## src/verilog/port_ctl_consts.svh

```systemverilog
// offsets, field positions, reset values and widths of the per-port control registers
// assumes an eight-bit register port with byte addresses, one slot per port
//
// What this block does
// - ports 1 to 3 each have one control register, at 0x10, 0x20 and 0x30.
// - the port 4 register is at 0x50; 0x40 is reserved with no function.
// - bit 7 turns broadcast storm protection on for that port's ingress.
// - bit 6 turns DiffServ classification of ingress packets on.
// - bit 5 turns 802.1p user priority classification of ingress packets on.
// - bits 4 to 3 give the default queue when no classifier yields one.
// - with both classifiers giving a class, their OR replaces the port priority.
// - bit 2 adds an 802.1Q tag on egress to packets that arrived untagged.
// - packets that arrived tagged never get a second tag.
// - an inserted tag carries the default VID of the ingress port.
// - bit 1 strips the 802.1Q tag from tagged packets on egress.
// - with stripping on, untagged packets are not stripped.
// - bit 0 with another register's bit selects one, two or four queues.
`ifndef PORT_CTL_CONSTS_SVH
`define PORT_CTL_CONSTS_SVH

// =====================================================================
// register offsets
`define PCT_ADDR_P1 8'h10
`define PCT_ADDR_P2 8'h20
`define PCT_ADDR_P3 8'h30
`define PCT_ADDR_RSVD 8'h40
`define PCT_ADDR_P4 8'h50

// =====================================================================
// field positions
`define PCT_BIT_STORM 7
`define PCT_BIT_DIFFSERV 6
`define PCT_BIT_DOT1P 5
`define PCT_PRIO_MSB 4
`define PCT_PRIO_LSB 3
`define PCT_BIT_INSERT 2
`define PCT_BIT_REMOVE 1
`define PCT_BIT_SPLIT 0

// =====================================================================
// reset values and widths
`define PCT_CTL_RESET 8'h00
`define PCT_RDATA_IDLE 8'h00
`define PCT_VID_NONE 12'h000
`define PCT_NUM_PORTS 4
`define PCT_VID_W 12

`endif

```

## src/verilog/port_ctl_pkg.sv

```systemverilog
// types shared by the per-port control slots and the decision logic
// assumes port_ctl_consts.svh is available for inclusion
`default_nettype none
`include "port_ctl_consts.svh"

package port_ctl_pkg;

  // =====================================================================
  // one control register, fields from bit 7 down to bit 0
  typedef struct packed {
    logic storm_en;
    logic diffserv_en;
    logic dot1p_en;
    logic [1:0] port_prio;
    logic tag_insert;
    logic tag_remove;
    logic split_lo;
  } ctl_t;

  // =====================================================================
  // ingress classification request and answer
  typedef struct packed {
    logic valid;
    logic [1:0] port;
    logic bcast;
    logic ds_valid;
    logic [1:0] ds_prio;
    logic up_valid;
    logic [1:0] up_prio;
  } ing_req_t;

  typedef struct packed {
    logic valid;
    logic [1:0] queue;
    logic storm_check;
  } ing_res_t;

  // =====================================================================
  // egress tagging request and answer
  typedef struct packed {
    logic valid;
    logic [1:0] out_port;
    logic [1:0] in_port;
    logic arrived_tagged;
  } egr_req_t;

  typedef struct packed {
    logic valid;
    logic add_tag;
    logic strip_tag;
    logic [11:0] vid;
  } egr_res_t;

endpackage
`default_nettype wire

```

## src/verilog/port_ctl_slot.sv

```systemverilog
// one port's eight-bit control register
// assumes writes arrive as single-cycle strobes on the shared register port
`timescale 1ns/10ps
`default_nettype none
`include "port_ctl_consts.svh"

module port_ctl_slot #(
  parameter logic [7:0] ADDR = `PCT_ADDR_P1
) (
  // clock and reset
  input wire logic sys_clk,
  input wire logic rst_b,
  // register write
  input wire logic wr_en,
  input wire logic [7:0] wr_addr,
  input wire logic [7:0] wr_data,
  // decoded fields
  output port_ctl_pkg::ctl_t ctl
);

  logic [7:0] ctl_byte;
  logic [7:0] next_ctl_byte;

  always_comb
  begin
    next_ctl_byte = ctl_byte;
    if (wr_en && (wr_addr == ADDR))
    begin
      next_ctl_byte = wr_data;
    end
  end

  always_ff @(posedge sys_clk or negedge rst_b)
  begin
    if (!rst_b)
    begin
      ctl_byte <= `PCT_CTL_RESET;
    end
    else
    begin
      ctl_byte <= next_ctl_byte;
    end
  end

  assign ctl = port_ctl_pkg::ctl_t'(ctl_byte);

endmodule
`default_nettype wire

```

## src/verilog/port_ingress_class_tagging.sv

```systemverilog
// per-port ingress classification and egress tagging control
// assumes the forwarding engine presents one ingress and one egress request per cycle
`timescale 1ns/10ps
`default_nettype none
`include "port_ctl_consts.svh"

module port_ingress_class_tagging #(
  parameter int NUM_PORTS = `PCT_NUM_PORTS,
  parameter int VID_W = `PCT_VID_W
) (
  // clock and reset
  input wire logic sys_clk,
  input wire logic rst_b,
  // register port
  input wire logic reg_wr,
  input wire logic reg_rd,
  input wire logic [7:0] reg_addr,
  input wire logic [7:0] reg_wdata,
  output logic [7:0] reg_rdata,
  // ingress classification
  input wire port_ctl_pkg::ing_req_t ing_req,
  output port_ctl_pkg::ing_res_t ing_res,
  // egress tagging
  input wire port_ctl_pkg::egr_req_t egr_req,
  input wire logic [NUM_PORTS-1:0][VID_W-1:0] port_vid,
  output port_ctl_pkg::egr_res_t egr_res,
  // queue split
  input wire logic [NUM_PORTS-1:0] split_hi,
  output logic [NUM_PORTS-1:0][1:0] queue_mode
);

  // =====================================================================
  // control registers, one slot per port
  localparam logic [7:0] SLOT_ADDR [4] = '{`PCT_ADDR_P1, `PCT_ADDR_P2,
                                          `PCT_ADDR_P3, `PCT_ADDR_P4};

  port_ctl_pkg::ctl_t ctl [NUM_PORTS];

  genvar g;
  generate
    for (g = 0; g < NUM_PORTS; g = g + 1)
    begin : gen_slot
      port_ctl_slot #(
        .ADDR(SLOT_ADDR[g])
      ) u_slot (
        .sys_clk(sys_clk),
        .rst_b(rst_b),
        .wr_en(reg_wr),
        .wr_addr(reg_addr),
        .wr_data(reg_wdata),
        .ctl(ctl[g])
      );
    end
  endgenerate

  // =====================================================================
  // register read
  logic [7:0] next_rdata;

  always_comb
  begin
    next_rdata = reg_rdata;
    if (reg_rd)
    begin
      // the reserved slot and any other address read zero
      next_rdata = `PCT_RDATA_IDLE;
      for (int i = 0; i < NUM_PORTS; i++)
      begin
        if (reg_addr == SLOT_ADDR[i])
        begin
          next_rdata = ctl[i];
        end
      end
    end
  end

  always_ff @(posedge sys_clk or negedge rst_b)
  begin
    if (!rst_b)
    begin
      reg_rdata <= `PCT_RDATA_IDLE;
    end
    else
    begin
      reg_rdata <= next_rdata;
    end
  end

  // =====================================================================
  // ingress classification
  port_ctl_pkg::ing_res_t next_ing_res;
  port_ctl_pkg::ctl_t ic;
  logic ds_ok;
  logic up_ok;

  always_comb
  begin
    ic = ctl[ing_req.port];
    ds_ok = ic.diffserv_en && ing_req.ds_valid;
    up_ok = ic.dot1p_en && ing_req.up_valid;
    next_ing_res = '0;
    next_ing_res.valid = ing_req.valid;
    if (ing_req.valid)
    begin
      next_ing_res.storm_check = ic.storm_en && ing_req.bcast;
      if (ds_ok && up_ok)
      begin
        next_ing_res.queue = ing_req.ds_prio | ing_req.up_prio;
      end
      else if (ds_ok)
      begin
        next_ing_res.queue = ing_req.ds_prio;
      end
      else if (up_ok)
      begin
        next_ing_res.queue = ing_req.up_prio;
      end
      else
      begin
        next_ing_res.queue = ic.port_prio;
      end
    end
  end

  always_ff @(posedge sys_clk or negedge rst_b)
  begin
    if (!rst_b)
    begin
      ing_res <= '0;
    end
    else
    begin
      ing_res <= next_ing_res;
    end
  end

  // =====================================================================
  // egress tagging
  port_ctl_pkg::egr_res_t next_egr_res;
  port_ctl_pkg::ctl_t ec;

  always_comb
  begin
    ec = ctl[egr_req.out_port];
    next_egr_res = '0;
    next_egr_res.valid = egr_req.valid;
    if (egr_req.valid)
    begin
      // only untagged arrivals gain a tag
      next_egr_res.add_tag = ec.tag_insert && !egr_req.arrived_tagged;
      // untagged arrivals are never stripped
      next_egr_res.strip_tag = ec.tag_remove && egr_req.arrived_tagged;
      if (next_egr_res.add_tag)
      begin
        next_egr_res.vid = port_vid[egr_req.in_port];
      end
    end
  end

  always_ff @(posedge sys_clk or negedge rst_b)
  begin
    if (!rst_b)
    begin
      egr_res <= '0;
    end
    else
    begin
      egr_res <= next_egr_res;
    end
  end

  // =====================================================================
  // queue split selection
  logic [NUM_PORTS-1:0][1:0] next_queue_mode;

  always_comb
  begin
    for (int i = 0; i < NUM_PORTS; i++)
    begin
      next_queue_mode[i] = {split_hi[i], ctl[i].split_lo};
    end
  end

  always_ff @(posedge sys_clk or negedge rst_b)
  begin
    if (!rst_b)
    begin
      queue_mode <= '0;
    end
    else
    begin
      queue_mode <= next_queue_mode;
    end
  end

  // =====================================================================
  // assertions
  a_read_slot1: assert property (@(posedge sys_clk) disable iff (!rst_b)
    reg_wr && reg_addr == `PCT_ADDR_P1 ##1 reg_rd && reg_addr == `PCT_ADDR_P1 && !reg_wr
    |=> reg_rdata == $past(reg_wdata, 2))
    else $error("port 1 control does not read back");

  a_reserved_zero: assert property (@(posedge sys_clk) disable iff (!rst_b)
    reg_rd && reg_addr == `PCT_ADDR_RSVD |=> reg_rdata == 8'h00)
    else $error("reserved slot read not zero");

  a_storm_gate: assert property (@(posedge sys_clk) disable iff (!rst_b)
    ing_req.valid |=> ing_res.storm_check == ($past(ic.storm_en) && $past(ing_req.bcast)))
    else $error("storm check mismatch");

  a_default_queue: assert property (@(posedge sys_clk) disable iff (!rst_b)
    ing_req.valid && !ds_ok && !up_ok |=> ing_res.queue == $past(ic.port_prio))
    else $error("default queue not applied");

  a_or_merge: assert property (@(posedge sys_clk) disable iff (!rst_b)
    ing_req.valid && ds_ok && up_ok
    |=> ing_res.queue == ($past(ing_req.ds_prio) | $past(ing_req.up_prio)))
    else $error("merged priority not the or");

  a_ds_only: assert property (@(posedge sys_clk) disable iff (!rst_b)
    ing_req.valid && ds_ok && !up_ok |=> ing_res.queue == $past(ing_req.ds_prio))
    else $error("diffserv class not used");

  a_no_double_tag: assert property (@(posedge sys_clk) disable iff (!rst_b)
    egr_req.valid && egr_req.arrived_tagged |=> !egr_res.add_tag)
    else $error("tag stacked on tagged packet");

  a_insert_vid: assert property (@(posedge sys_clk) disable iff (!rst_b)
    egr_req.valid && ec.tag_insert && !egr_req.arrived_tagged
    |=> egr_res.add_tag && egr_res.vid == $past(port_vid[egr_req.in_port]))
    else $error("inserted vid not ingress default");

  a_untagged_intact: assert property (@(posedge sys_clk) disable iff (!rst_b)
    egr_req.valid && !egr_req.arrived_tagged |=> !egr_res.strip_tag)
    else $error("untagged packet modified");

  a_reset_clear: assert property (@(posedge sys_clk)
    $rose(rst_b) |-> ctl[0] == '0 && ctl[3] == '0)
    else $error("control not cleared by reset");

  c_merge: cover property (@(posedge sys_clk) disable iff (!rst_b)
    ing_req.valid && ds_ok && up_ok);
  c_insert: cover property (@(posedge sys_clk) disable iff (!rst_b)
    egr_res.valid && egr_res.add_tag);
  c_strip: cover property (@(posedge sys_clk) disable iff (!rst_b)
    egr_res.valid && egr_res.strip_tag);

endmodule
`default_nettype wire
```

## config.mk

```make
export PLATFORM = sky130hd
export DESIGN_NAME = port_ingress_class_tagging
export DESIGN_NICKNAME = d
export VERILOG_FILES = /design/src/verilog/port_ctl_pkg.sv /design/src/verilog/port_ctl_slot.sv /design/src/verilog/port_ingress_class_tagging.sv
export VERILOG_INCLUDE_DIRS = /design/src /design/src/verilog
export SDC_FILE = /design/constraint.sdc
export NUM_CORES = 1
export LEC_CHECK = 0
export ABC_AREA = 1
export BUFFER_PORTS_ARGS = -buffer_cell sky130_fd_sc_hd__clkbuf_2
export CAP_MARGIN = 10
export CORE_ASPECT_RATIO = 2
export CORE_MARGIN = 1
export CORE_UTILIZATION = 30
export CTS_CLUSTER_DIAMETER = 100
export DETAILED_ROUTE_END_ITERATION = 7
export PLACE_DENSITY_LB_ADDON = 0.25
export SLEW_MARGIN = 40
export SYNTH_ARGS = -nofsm -noshare
export SYNTH_HDL_FRONTEND = slang
export SYNTH_HIERARCHICAL = 1
export SYNTH_SLANG_ARGS = --single-unit
```

## constraint.sdc

```tcl
create_clock -name sys_clk -period 0.98 [get_ports sys_clk]
set_input_delay 0.098 -clock sys_clk [delete_from_list [all_inputs] [get_ports sys_clk]]
set_output_delay 0.098 -clock sys_clk [all_outputs]
set_load 0.02 [all_outputs]
```

**Word-level counts from Yosys, hierarchy flattened**

Cells that the tools add are included.
W data, S select, Z words.

- Bits in registers: 67
- Latch bits: 0
- Memory bits (writable): 0
- ROM bits: 0
- Input bits: 88
- Output and inout port bits: 35
- Logic and storage cells: 55
- Memories kept: 0

- Add/sub/neg operators: 0
- $mul: 0
- Divide/modulo/power cells: 0
- Magnitude comparators: 3
- Eq/ne operators: 4
- Shift-type cells: 0
- Mux-type cells: 18
- Bitwise operators: 3
- Reductions and logical operators: 11

Operators with widths:

| kind | number |
|---|---|
| $mux W8 | 6 |
| $bmux W8 S2 | 2 |
| $bmux W12 S2 | 1 |
| $mux W12 | 2 |
| $eq A8 B6 Y1 const B | 2 |
| $mux W14 | 1 |
| $logic_and A1 B1 Y1 | 10 |
| $mux W3 | 3 |
| $eq A8 B5 Y1 const B | 1 |
| $eq A8 B7 Y1 const B | 1 |
| $ge A3 B3 Y1 const B | 2 |
| $mux W2 | 3 |
| $not A2 Y3 | 2 |
| $lt A2 B3 Y1 const B | 1 |
| $or A2 B2 Y2 | 1 |
| $logic_not A1 Y1 | 1 |

**Logic depth before layout (Yosys ltp)**

Gate-level depths: netlist (run 1).

- Depth after elaboration: 9
- Depth in mapped cells: 9
- Depth with buffers taken out: 9

**By module**

Netlist (run 1), hierarchy kept.

By module, submodules not included:

| module | instances | cells each | area an instance (µm²) | seq. area each (µm²) |
|---|---|---|---|---|
| port_ingress_class_tagging | 1 | 297 | 2288.4 | 875.8 |
| port_ctl_slot at gen_slot[0].u_slot ... | 2 | 43 | 417.9 | 200.2 |
| port_ctl_slot at gen_slot[2].u_slot | 1 | 47 | 422.9 | 200.2 |
| port_ctl_slot at gen_slot[3].u_slot | 1 | 42 | 414.1 | 200.2 |

**Worst setup path before layout (run 1)**

OpenSTA, ideal clock, no wires.

- Kind: flip-flop to flip-flop
- Start: register gen_slot[2].u_slot.ctl_byte[2]
- End: register egr_res[0] (netlist bit)
- Setup time: 0.117 ns
- Arrival time: 0.928 ns
- Data required time: 0.863 ns
- Path slack: -0.065 ns
- Stages on the path, launching flop included: 6
- Buffers on the path: 1
- Period minus slack after synthesis: 1.045 ns
- Path through: dfrtp_1 o21ai_1 o22ai_2 nand3b_4 buf_12 nor2_4

RTL lines:

| element | RTL line | text |
|---|---|---|
| start: declaration | port_ctl_slot.sv:21 | `logic [7:0] ctl_byte;` |
| start signal: assignment | port_ctl_slot.sv:37 | `` ctl_byte <= `PCT_CTL_RESET; `` |
| start signal: assignment | port_ctl_slot.sv:41 | `ctl_byte <= next_ctl_byte;` |
| end signal: assignment | port_ingress_class_tagging.sv:168 | `egr_res <= next_egr_res;` |
| end: declaration | port_ingress_class_tagging.sv:26 | `output port_ctl_pkg::egr_res_t egr_res,` |

==> results.yml, run 1 <==
yosys:
  synth_fa_ha_area_frac: 0
  yosysUniqueCellTypes: 33
  syn_nets: 560
  synth_area_leaders: "dfrtp_1, nand2_1, nor2_1, nand3_1, nor2_8"
  synth-simple-area-share: 0.403
  yosys_warnings: 6
  netlist_area_sq_um: 3960
  post-synth-top-area-cell: "dfrtp_1"
  yosysTopAreaCellShare: 0.423
  synth_ff_type: "dfrtp_1"
  synthXorXnorAreaFrac: 0
  synth_cells: 472
  synthMuxAreaShare: 0
  synth_compound_area_frac: 0.0907
  synth_area_per_cell_sq_um: 8.39
  synth_edf_count: 0
  ys_ff_latch: 67
  ys_seq_area_frac: 0.423
  synthArstFlopShare: 1.00
  synth_top_family_by_area: "simple AND/OR/NAND/NOR gates"
place:
  place_area_sq_um: 5290
  place_inst: 796
  pre_cts_slack_ns: -0.205
  place_congestion: 0.889
  portBuffers: 122
  dpl.hpwl_um: 9690
sta:
  slew_violations: 0
  hold_ws_ns: 0.0125
  setup_tns_ns: -2.02
  finalCriticalPeriod_ns: 1.14
  skew_ns: 0.00627
  min_period_over_period: 1.16
  fin_ws_ns: -0.161
  fmax_mhz: 877
  tightest_slew_ns: 0.401
  relSlewSlack: 0.733
  rsz0062_at_grt: "yes"
  hold_violations: 0
  setup_viol_count_final: 17
global_routing:
  grt_use_met2: 0.368
  grt_pass1_wl_um: 19600
  grt_busiest_layer: "met2"
  overflow: 0
  grtUsageMet3: 0.0385
  grt.total_usage: 0.184
  antenna_found_initial: 0
  use_met1: 0.169
  grt_max_degree: 33
  grt_pass1_vias: 4090
final_layout:
  nNetsFinal: 770
  n_fill_cell: 1287
  syn2layout_area_growth_pct: 50.1
  fin_cells: 839
  layout-drive-gt1-share: 0.459
  n_antenna_cell: 0
  fin_area_sq_um: 5950
run_status:
  violations: "setup timing"
  status: "finished, violations left"
clock_tree:
  clkLatencyLatePin_ns: 0.34
  clockBufferDepth: 2
  cts_buffers: 9
  cts_tree: "done"
  clk_pin_slew_worst_paths_ns: 0.06
  htreeDepth: 3
  clock_sinks: 67
  clockRootBuffer: "clkbuf_16"
floorplan:
  core_area_sq_um: 12900
  die_area_sq_um: 13700
  fp.dieH_um: 165
  rows: 59
  ios: 123
  die_x_um: 83.3
  initial_core_util: 0.307
worst_setup_path:
  path_cells: "o21ai_2 -> o22ai_2 -> nand3b_4 -> buf_12 -> nor2_4"
  path_max_fanout: 9
  arrival_ns: 1.41
  ff2ff_path_depth: 5
  slowest_stage: "dfrtp_1"
  endpoint_kind: "flip-flop"
  max_stage_delay_ns: 0.41
  start_kind: "flip-flop"
  r2r_slack_ns: -0.16
  r2r-start: "gen_slot[2].u_slot/ctl[2]"
  critical_path_required_ns: 1.25
  worstSetupPathType: "reg -> reg"
  r2r-end: "egr_res[0]"
min_path:
  holdPathStages: 3
  hold_path_class: "in -> reg"
  worst_hold_path.endpoint: "egr_res[12]"
  hp-start: "egr_req[0]"
detailed_routing:
  avgViaCountPerCell: 4.77
  wl_per_cell_um: 14.3
  drt_pre_antenna_iters: 5
  drt_iter0_drc: 187
  drtAntennaViolNets: 0
  drcViolationCount: 0
  wirelength_um: 12000
  dr_total_vias: 4000
power:
  vdd_drop_max_mv: 0.874
  power.density_nw_per_um2: 1230
  p_leak_uw: 0.00327
job:
  maxCapViolCount: 0
[registers in the layout, indices dropped and copies added (netlist names)]
signal and count:
gen_slot.u_slot/ctl 32, egr_res 15, queue_mode 8, reg_rdata 8, ing_res 4
[synth_stat cells (2+ instances only)]
cell type    n
nand2_1    117
dfrtp_1     67
nor2_1      51
inv_1       39
nand3_1     36
nand4_1     26
inv_2       16
nor2_4      15
o21ai_1     15
o21ai_0     13
o32ai_1     12
nand2_2     10
nor2_8       9
nand2_4      6
buf_6        5
o211ai_1     5
a21oi_1      4
nand3_4      4
buf_2        3
nor2_2       3
buf_4        2
nand3_2      2
o21bai_1     2
[layout by cell type, fill, tap and decap left out, types with 13 or more instances in the layout]
cell type	synthesis	layout
nand2_1	117	114
nand4_1	26	26
dfrtp_1	67	67
clkbuf_2	0	110
buf_4	2	63
buf_12	1	14
nor2_4	15	15
nand3_1	36	30
o21ai_1	15	15
inv_2	16	24
nand2_2	10	13
nor2_1	51	48
inv_1	39	31
buf_6	5	15
[repair_timing]
action,CTS,global route
hold endpoints to repair,73,0
buffers inserted,9,14
setup endpoints to repair,20,34
hold buffers,7,0
pin swaps,5,24
resized for setup,13,51
[through the flow]
step,utilization,total power [uW]
floorplan,-,3570
global placement,0.410,4210
detailed placement,0.410,4240
CTS,0.444,7350
global route,0.460,7660
finish,0.460,7330
[power by group]
| part | leakage (uW) | switching [uW] | internal (uW) |
|---|---|---|---|
| Clock | 0.000136 | 1250 | 1790 |
| Sequential | 0.000912 | 60.1 | 2870 |
| Combinational | 0.00222 | 756 | 600 |
| Total | 0.00327 | 2070 | 5260 |
[per-layer routing]
metal | wire length, um | vias up | share of wire
met2 | 7020 | 136 | 0.58
met4 | 474 | 0 | 0.039
met3 | 570 | 29 | 0.047
met1 | 3960 | 1858 | 0.33
li1 | - | 1977 | -
met5 | 0 | - | 0
[critical path, delay by kind of cell (launching register included)]
| family | cells | cell delay (ns) |
|---|---|---|
| DFF | 1 | 0.41 |
| and+or+nand+nor | 2 | 0.22 |
| buffers and inverters | 1 | 0.17 |
| AOI/OAI and AO/OA | 2 | 0.26 |
[layout make-up]
cell class                      count  area (sq um)  area share
Sequential cell                    67          1680       0.282
Clock buffer                       11           243      0.0408
Tap cell                          152           190      0.0320
Timing Repair Buffer              211          1560       0.263
Inverter                           57           218      0.0366
Clock inverter                      5          38.8     0.00652
Multi-Input combinational cell    336          2020       0.340
[kinds of logic (layout without fill, tap and decap cells)]
group	Yosys count	after routing
flip-flops	67	67
AO/OA/AOI/OAI	55	55
buffers and inverters	69	284
AND/OR/NAND/NOR	281	281
[worst max-delay path by stage]
stage,to,slack [ns],startpoint
2_1_floorplan,egr_res[0],-0.05,gen_slot[2].u_slot/ctl[2]
3_3_place_gp,ing_res[0],-0.20,ing_req[7]
3_5_place_dp,ing_res[0],-0.20,ing_req[7]
4_1_cts,egr_res[0],-0.16,gen_slot[2].u_slot/ctl[2]
5_1_grt,ing_res[1],-0.23,gen_slot[3].u_slot/ctl[5]
6_report,egr_res[0],-0.16,gen_slot[2].u_slot/ctl[2]
No activity file was read; power rests on OpenSTA's default activity.
==> run 2: changes to the inputs <==
--- a/config.mk
+++ b/config.mk
@@ -15,6 +15,7 @@
 export CTS_CLUSTER_DIAMETER = 100
 export DETAILED_ROUTE_END_ITERATION = 7
 export PLACE_DENSITY_LB_ADDON = 0.25
+export SETUP_SLACK_MARGIN = 0.2
 export SLEW_MARGIN = 40
 export SYNTH_ARGS = -nofsm -noshare
 export SYNTH_HDL_FRONTEND = slang
==> results.yml, run 2 (synthesized netlist as in run 1, its figures left out) <==
worst_setup_path:
  r2r-start: "gen_slot[2].u_slot/ctl[2]"
  slowest_stage: "dfrtp_1"
  start_kind: "flip-flop"
  path_max_fanout: 8
  critical_path_required_ns: 1.25
  path_cells: "o21ai_2 -> o22ai_2 -> nand3b_4 -> buf_12 -> nor2_4"
  r2r_slack_ns: -0.14
  ff2ff_path_depth: 5
  max_stage_delay_ns: 0.38
  arrival_ns: 1.39
  r2r-end: "egr_res[0]"
  endpoint_kind: "flip-flop"
  worstSetupPathType: "reg -> reg"
global_routing:
  grt_max_degree: 36
  grt.total_usage: 0.188
  grt_pass1_vias: 4064
  overflow: 0
  grt_pass1_wl_um: 20000
  antenna_found_initial: 0
sta:
  relSlewSlack: 0.745
  setup_tns_ns: -1.87
  setup_viol_count_final: 18
  finalCriticalPeriod_ns: 1.12
  skew_ns: 0.00720
  hold_violations: 0
  slew_violations: 0
  rsz0062_at_grt: "yes"
  min_period_over_period: 1.15
  fmax_mhz: 890
  fin_ws_ns: -0.143
  hold_ws_ns: 0.0129
  tightest_slew_ns: 0.383
clock_tree:
  clk_pin_slew_worst_paths_ns: 0.05
  clock_sinks: 67
  clkLatencyLatePin_ns: 0.33
  htreeDepth: 3
  cts_tree: "done"
  cts_buffers: 9
  clockRootBuffer: "clkbuf_16"
  clockBufferDepth: 2
power:
  totalPowerFinal_uw: 7390
  power.density_nw_per_um2: 1110
  p_leak_uw: 0.00350
  vdd_drop_max_mv: 0.796
min_path:
  hp-start: "ing_req[9]"
  holdPathStages: 3
  hold_path_class: "in -> reg"
  worst_hold_path.endpoint: "ing_res[1]"
floorplan:
  die_area_sq_um: 13700
  rows: 59
  initial_core_util: 0.307
  ios: 123
  die_x_um: 83.3
  core_area_sq_um: 12900
  fp.dieH_um: 165
place:
  portBuffers: 122
  place_congestion: 0.856
  dpl.hpwl_um: 9550
  place_inst: 793
final_layout:
  fin_cells: 859
  syn2layout_area_growth_pct: 68.2
  largest_reg_flops: 32
  n_fill_cell: 1165
  layout-drive-gt1-share: 0.543
  multi_input_area_sq_um: 2240
  n_antenna_cell: 0
  final_cell_mix: "nand2_1, clkbuf_2, dfrtp_1"
  nNetsFinal: 790
  regArea_sq_um: 1680
  layout_commonest_cell: "nand2_1"
run_status:
  violations: "setup timing"
  status: "finished, violations left"
detailed_routing:
  drt_iter0_drc: 169
  wirelength_um: 12500
  drtAntennaViolNets: 0
  drcViolationCount: 0
  dr_total_vias: 4074
  avgViaCountPerCell: 4.74
  wl_per_cell_um: 14.6
  drt_pre_antenna_iters: 4
job:
  maxCapViolCount: 0
==> run 2: cell count changes in the layout (fill, tap and decap cells not counted), moves of 10 or more <==
cell      previous run  this run
clkbuf_8             2        36
nand2_1            114        87
nand3_1             30        20
nand2_2             13        34
buf_6               15        39
clkbuf_2           110        80
==> run 2: layout make-up <==
type | count | share of cell area
clock buffer | 11 | 0.0349
tap | 152 | 0.0285
clock inverter | 5 | 0.00451
timing repair buffer | 231 | 0.306
sequential | 67 | 0.252
multi-input combinational | 336 | 0.336
inverter | 57 | 0.0389
==> run 2: critical path: cells and delay by family (launching register included) <==
kind / cells / cell delay [ns]
and+or+nand+nor: 2 / 0.22
buffers and inverters: 1 / 0.18
AOI/OAI and AO/OA: 2 / 0.26
DFF: 1 / 0.38
==> run 2: what timing repair did <==
action                                  CTS  global route
gates cloned                              1             0
endpoints found under the hold margin    57             0
resized for setup                       123            84
pin swaps                                38            60
hold buffers                              8             0
endpoints found under the setup margin   88           120
buffers inserted                         24            17
==> run 2: stage by stage <==
stage / utilization / setup slack [ns] / area, sq um
floorplan: - / -0.0521 / 4040
global placement: 0.406 / -0.231 / 5240
detailed placement: 0.406 / -0.267 / 5240
CTS: 0.485 / -0.138 / 6270
global route: 0.516 / -0.207 / 6660
finish: 0.516 / -0.143 / 6660
==> run 2: where the power goes <==
part	switching, uW	internal, uW	leakage (uW)
clock network	1180	1700	0.000125
logic	825	744	0.00246
registers	71.6	2870	0.000912
==> run 2: worst max path at each step <==
stage | to | cells past startpoint | from | slack, ns
finish | egr_res[0] | 5 | gen_slot[2].u_slot/ctl[2] | -0.14
global route | ing_res[1] | 9 | gen_slot[3].u_slot/ctl[5] | -0.21
CTS | egr_res[0] | 5 | gen_slot[3].u_slot/ctl[2] | -0.14
detailed placement | reg_rdata[1] | 7 | reg_addr[5] | -0.27
global placement | reg_rdata[1] | 7 | reg_addr[5] | -0.23
floorplan | egr_res[0] | 5 | gen_slot[2].u_slot/ctl[2] | -0.05
==> run 2: per-layer routing <==
layer	global-route usage	share of wire
met2	0.375	0.59
met4	0.125	0.042
met3	0.0265	0.035
met5	0	0
met1	0.172	0.33
==> run 3: changes to the inputs <==
--- a/config.mk
+++ b/config.mk
@@ -6,7 +6,6 @@
 export SDC_FILE = /design/constraint.sdc
 export NUM_CORES = 1
 export LEC_CHECK = 0
-export ABC_AREA = 1
 export BUFFER_PORTS_ARGS = -buffer_cell sky130_fd_sc_hd__clkbuf_2
 export CAP_MARGIN = 10
 export CORE_ASPECT_RATIO = 2
==> results.yml, run 3 <==
worst_setup_path:
  r2r_slack_ns: -0.25
  endpoint_kind: "flip-flop"
  r2r-start: "gen_slot[1].u_slot/ctl[6]"
  arrival_ns: 1.47
  path_max_fanout: 4
  path_cells: "mux4_2 -> nand2_4 -> nand4_1 -> o221ai_1"
  worstSetupPathType: "reg -> reg"
  r2r-end: "ing_res[2]"
  ff2ff_path_depth: 4
  max_stage_delay_ns: 0.51
  slowest_stage: "mux4_2"
  critical_path_required_ns: 1.22
  start_kind: "flip-flop"
sta:
  min_period_over_period: 1.25
  finalCriticalPeriod_ns: 1.23
  tightest_slew_ns: 0.365
  relSlewSlack: 0.757
  hold_violations: 0
  setup_tns_ns: -5.48
  slew_violations: 0
  rsz0062_at_grt: "yes"
  fin_ws_ns: -0.249
  fmax_mhz: 814
  skew_ns: 0.00523
  hold_ws_ns: 0.0224
  setup_viol_count_final: 48
yosys:
  synthTopCellsByCount: "dfrtp_1, mux2_2, o21ai_0, mux4_2, nor2b_1"
  netlist_area_sq_um: 3270
  yosys_warnings: 6
  synthArstFlopShare: 1.00
  post-synth-top-count-cell: "dfrtp_1"
  ys_ff_latch: 67
  synth_cells: 229
  syn_nets: 317
  synth_area_leaders: "dfrtp_1, mux4_2, mux2_2, mux2_4, mux2i_1"
  yosysTopAreaCellShare: 0.512
  synth_edf_count: 0
  synth_area_per_cell_sq_um: 14.3
  post-synth-top-area-cell: "dfrtp_1"
  yosysUniqueCellTypes: 38
  ys_seq_area_frac: 0.512
  synth_ff_type: "dfrtp_1"
detailed_routing:
  wirelength_um: 8910
  drtAntennaViolNets: 0
  avgViaCountPerCell: 4.83
  drt_iter0_drc: 122
  dr_total_vias: 2656
  wl_per_cell_um: 16.2
  drcViolationCount: 0
  drt_pre_antenna_iters: 4
global_routing:
  grt_max_degree: 39
  grt_pass1_vias: 2907
  overflow: 0
  grt_pass1_wl_um: 14200
  grt.total_usage: 0.173
  antenna_found_initial: 0
run_status:
  violations: "setup timing"
  status: "finished, violations left"
final_layout:
  syn2layout_area_growth_pct: 63.1
  final_cell_mix: "clkbuf_2, dfrtp_1, clkbuf_8"
  layout-drive-gt1-share: 0.634
  nNetsFinal: 496
  n_antenna_cell: 0
  fin_area_sq_um: 5340
  layout_commonest_cell: "clkbuf_2"
  largest_reg_flops: 32
power:
  p_leak_uw: 0.00261
  vdd_drop_max_mv: 0.971
  power.density_nw_per_um2: 1350
place:
  dpl.hpwl_um: 6620
  place_area_sq_um: 4390
  place_congestion: 0.760
  portBuffers: 122
clock_tree:
  clockRootBuffer: "clkbuf_16"
  cts_tree: "done"
  htreeDepth: 3
  clk_pin_slew_worst_paths_ns: 0.06
  clock_sinks: 67
  clockBufferDepth: 2
  clkLatencyLatePin_ns: 0.33
  cts_buffers: 9
min_path:
  worst_hold_path.endpoint: "egr_res[12]"
  hp-start: "egr_req[5]"
  holdPathStages: 3
  hold_path_class: "in -> reg"
floorplan:
  die_x_um: 75.9
  ios: 123
  core_area_sq_um: 10500
  rows: 53
  die_area_sq_um: 11400
  fp.dieH_um: 150
  initial_core_util: 0.310
job:
  maxCapViolCount: 0
[run 3: cell types whose count changed after synthesis, sizes merged, moves of 5 or more]
| cell | before | now |
|---|---|---|
| o21ai | 29 | 17 |
| mux2 | 0 | 33 |
| o2111ai | 0 | 8 |
| nand4 | 26 | 3 |
| nand3 | 42 | 0 |
| inv | 56 | 9 |
| mux2i | 0 | 11 |
| o22ai | 1 | 8 |
| o32ai | 12 | 0 |
| o211ai | 5 | 0 |
| mux4 | 0 | 16 |
| nand2 | 133 | 8 |
| nor2 | 78 | 3 |
| nor2b | 0 | 13 |
[run 3: area by class of cell]
| class | count | area, sq um |
|---|---|---|
| clock buffer | 11 | 243 |
| clock inverter | 5 | 52.6 |
| fill | 931 | 5210 |
| inverter | 9 | 33.8 |
| multi-input combinational | 142 | 1610 |
| sequential | 67 | 1680 |
| tap | 137 | 171 |
| timing repair buffer | 179 | 1550 |
[run 3: through the flow]
step	utilization	total power, uW	worst slack, ns	cells
after CTS	0.492	7310	-0.283	548
after detailed placement	0.417	3920	-0.599	519
after global placement	0.417	3890	-0.601	519
after global routing	0.506	7560	-0.319	550
final	0.506	7220	-0.249	550
after floorplan	-	3380	-0.441	229
[run 3: critical path, delay by kind of cell (launching register included)]
kind / cells / cell delay [ns]
simple gates: 2 / 0.17
compound gates: 1 / 0.08
mux: 1 / 0.51
flops: 1 / 0.39
[run 3: worst max path at each step]
stage,slack [ns],cells past startpoint,endpoint,startpoint
global route,-0.32,6,reg_rdata[6],gen_slot[1].u_slot/ctl[6]
finish,-0.25,4,ing_res[2],gen_slot[1].u_slot/ctl[6]
CTS,-0.28,4,ing_res[2],gen_slot[2].u_slot/ctl[6]
detailed placement,-0.60,5,gen_slot[3].u_slot/ctl[1],reg_addr[1]
global placement,-0.60,5,gen_slot[3].u_slot/ctl[3],reg_addr[1]
floorplan,-0.44,4,gen_slot[3].u_slot/ctl[0],reg_addr[1]
[run 3: timing repair]
item	CTS	global route
hold buffers	9	0
endpoints found under the setup margin	92	92
hold endpoints to repair	75	0
pin swaps	13	9
buffers inserted	4	2
resized for setup	87	45
cloned	0	0
[run 3: power breakdown]
part	total, uW	switching, uW	internal (uW)	leakage [uW]
Clock	3170	1150	2020	0.000145
Combinational	1120	464	653	0.00156
Sequential	2930	60.6	2870	0.000913
[run 3: cells by family (layout without fill, tap and decap cells)]
family	count (synthesis)	after routing	synth area share
DFF	67	67	0.512
muxes	60	60	0.269
buffers and inverters	20	204	0.0325
and+or+nand+nor	42	42	0.107
AOI/OAI and AO/OA	40	40	0.0799
[run 3: routing by layer]
metal	GRT usage	wire, um	vias to the layer above
met2	0.323	5130	113
met5	0	0	-
met1	0.161	2980	1285
li1	-	-	1242
met3	0.0451	495	16
met4	0.0935	305	0
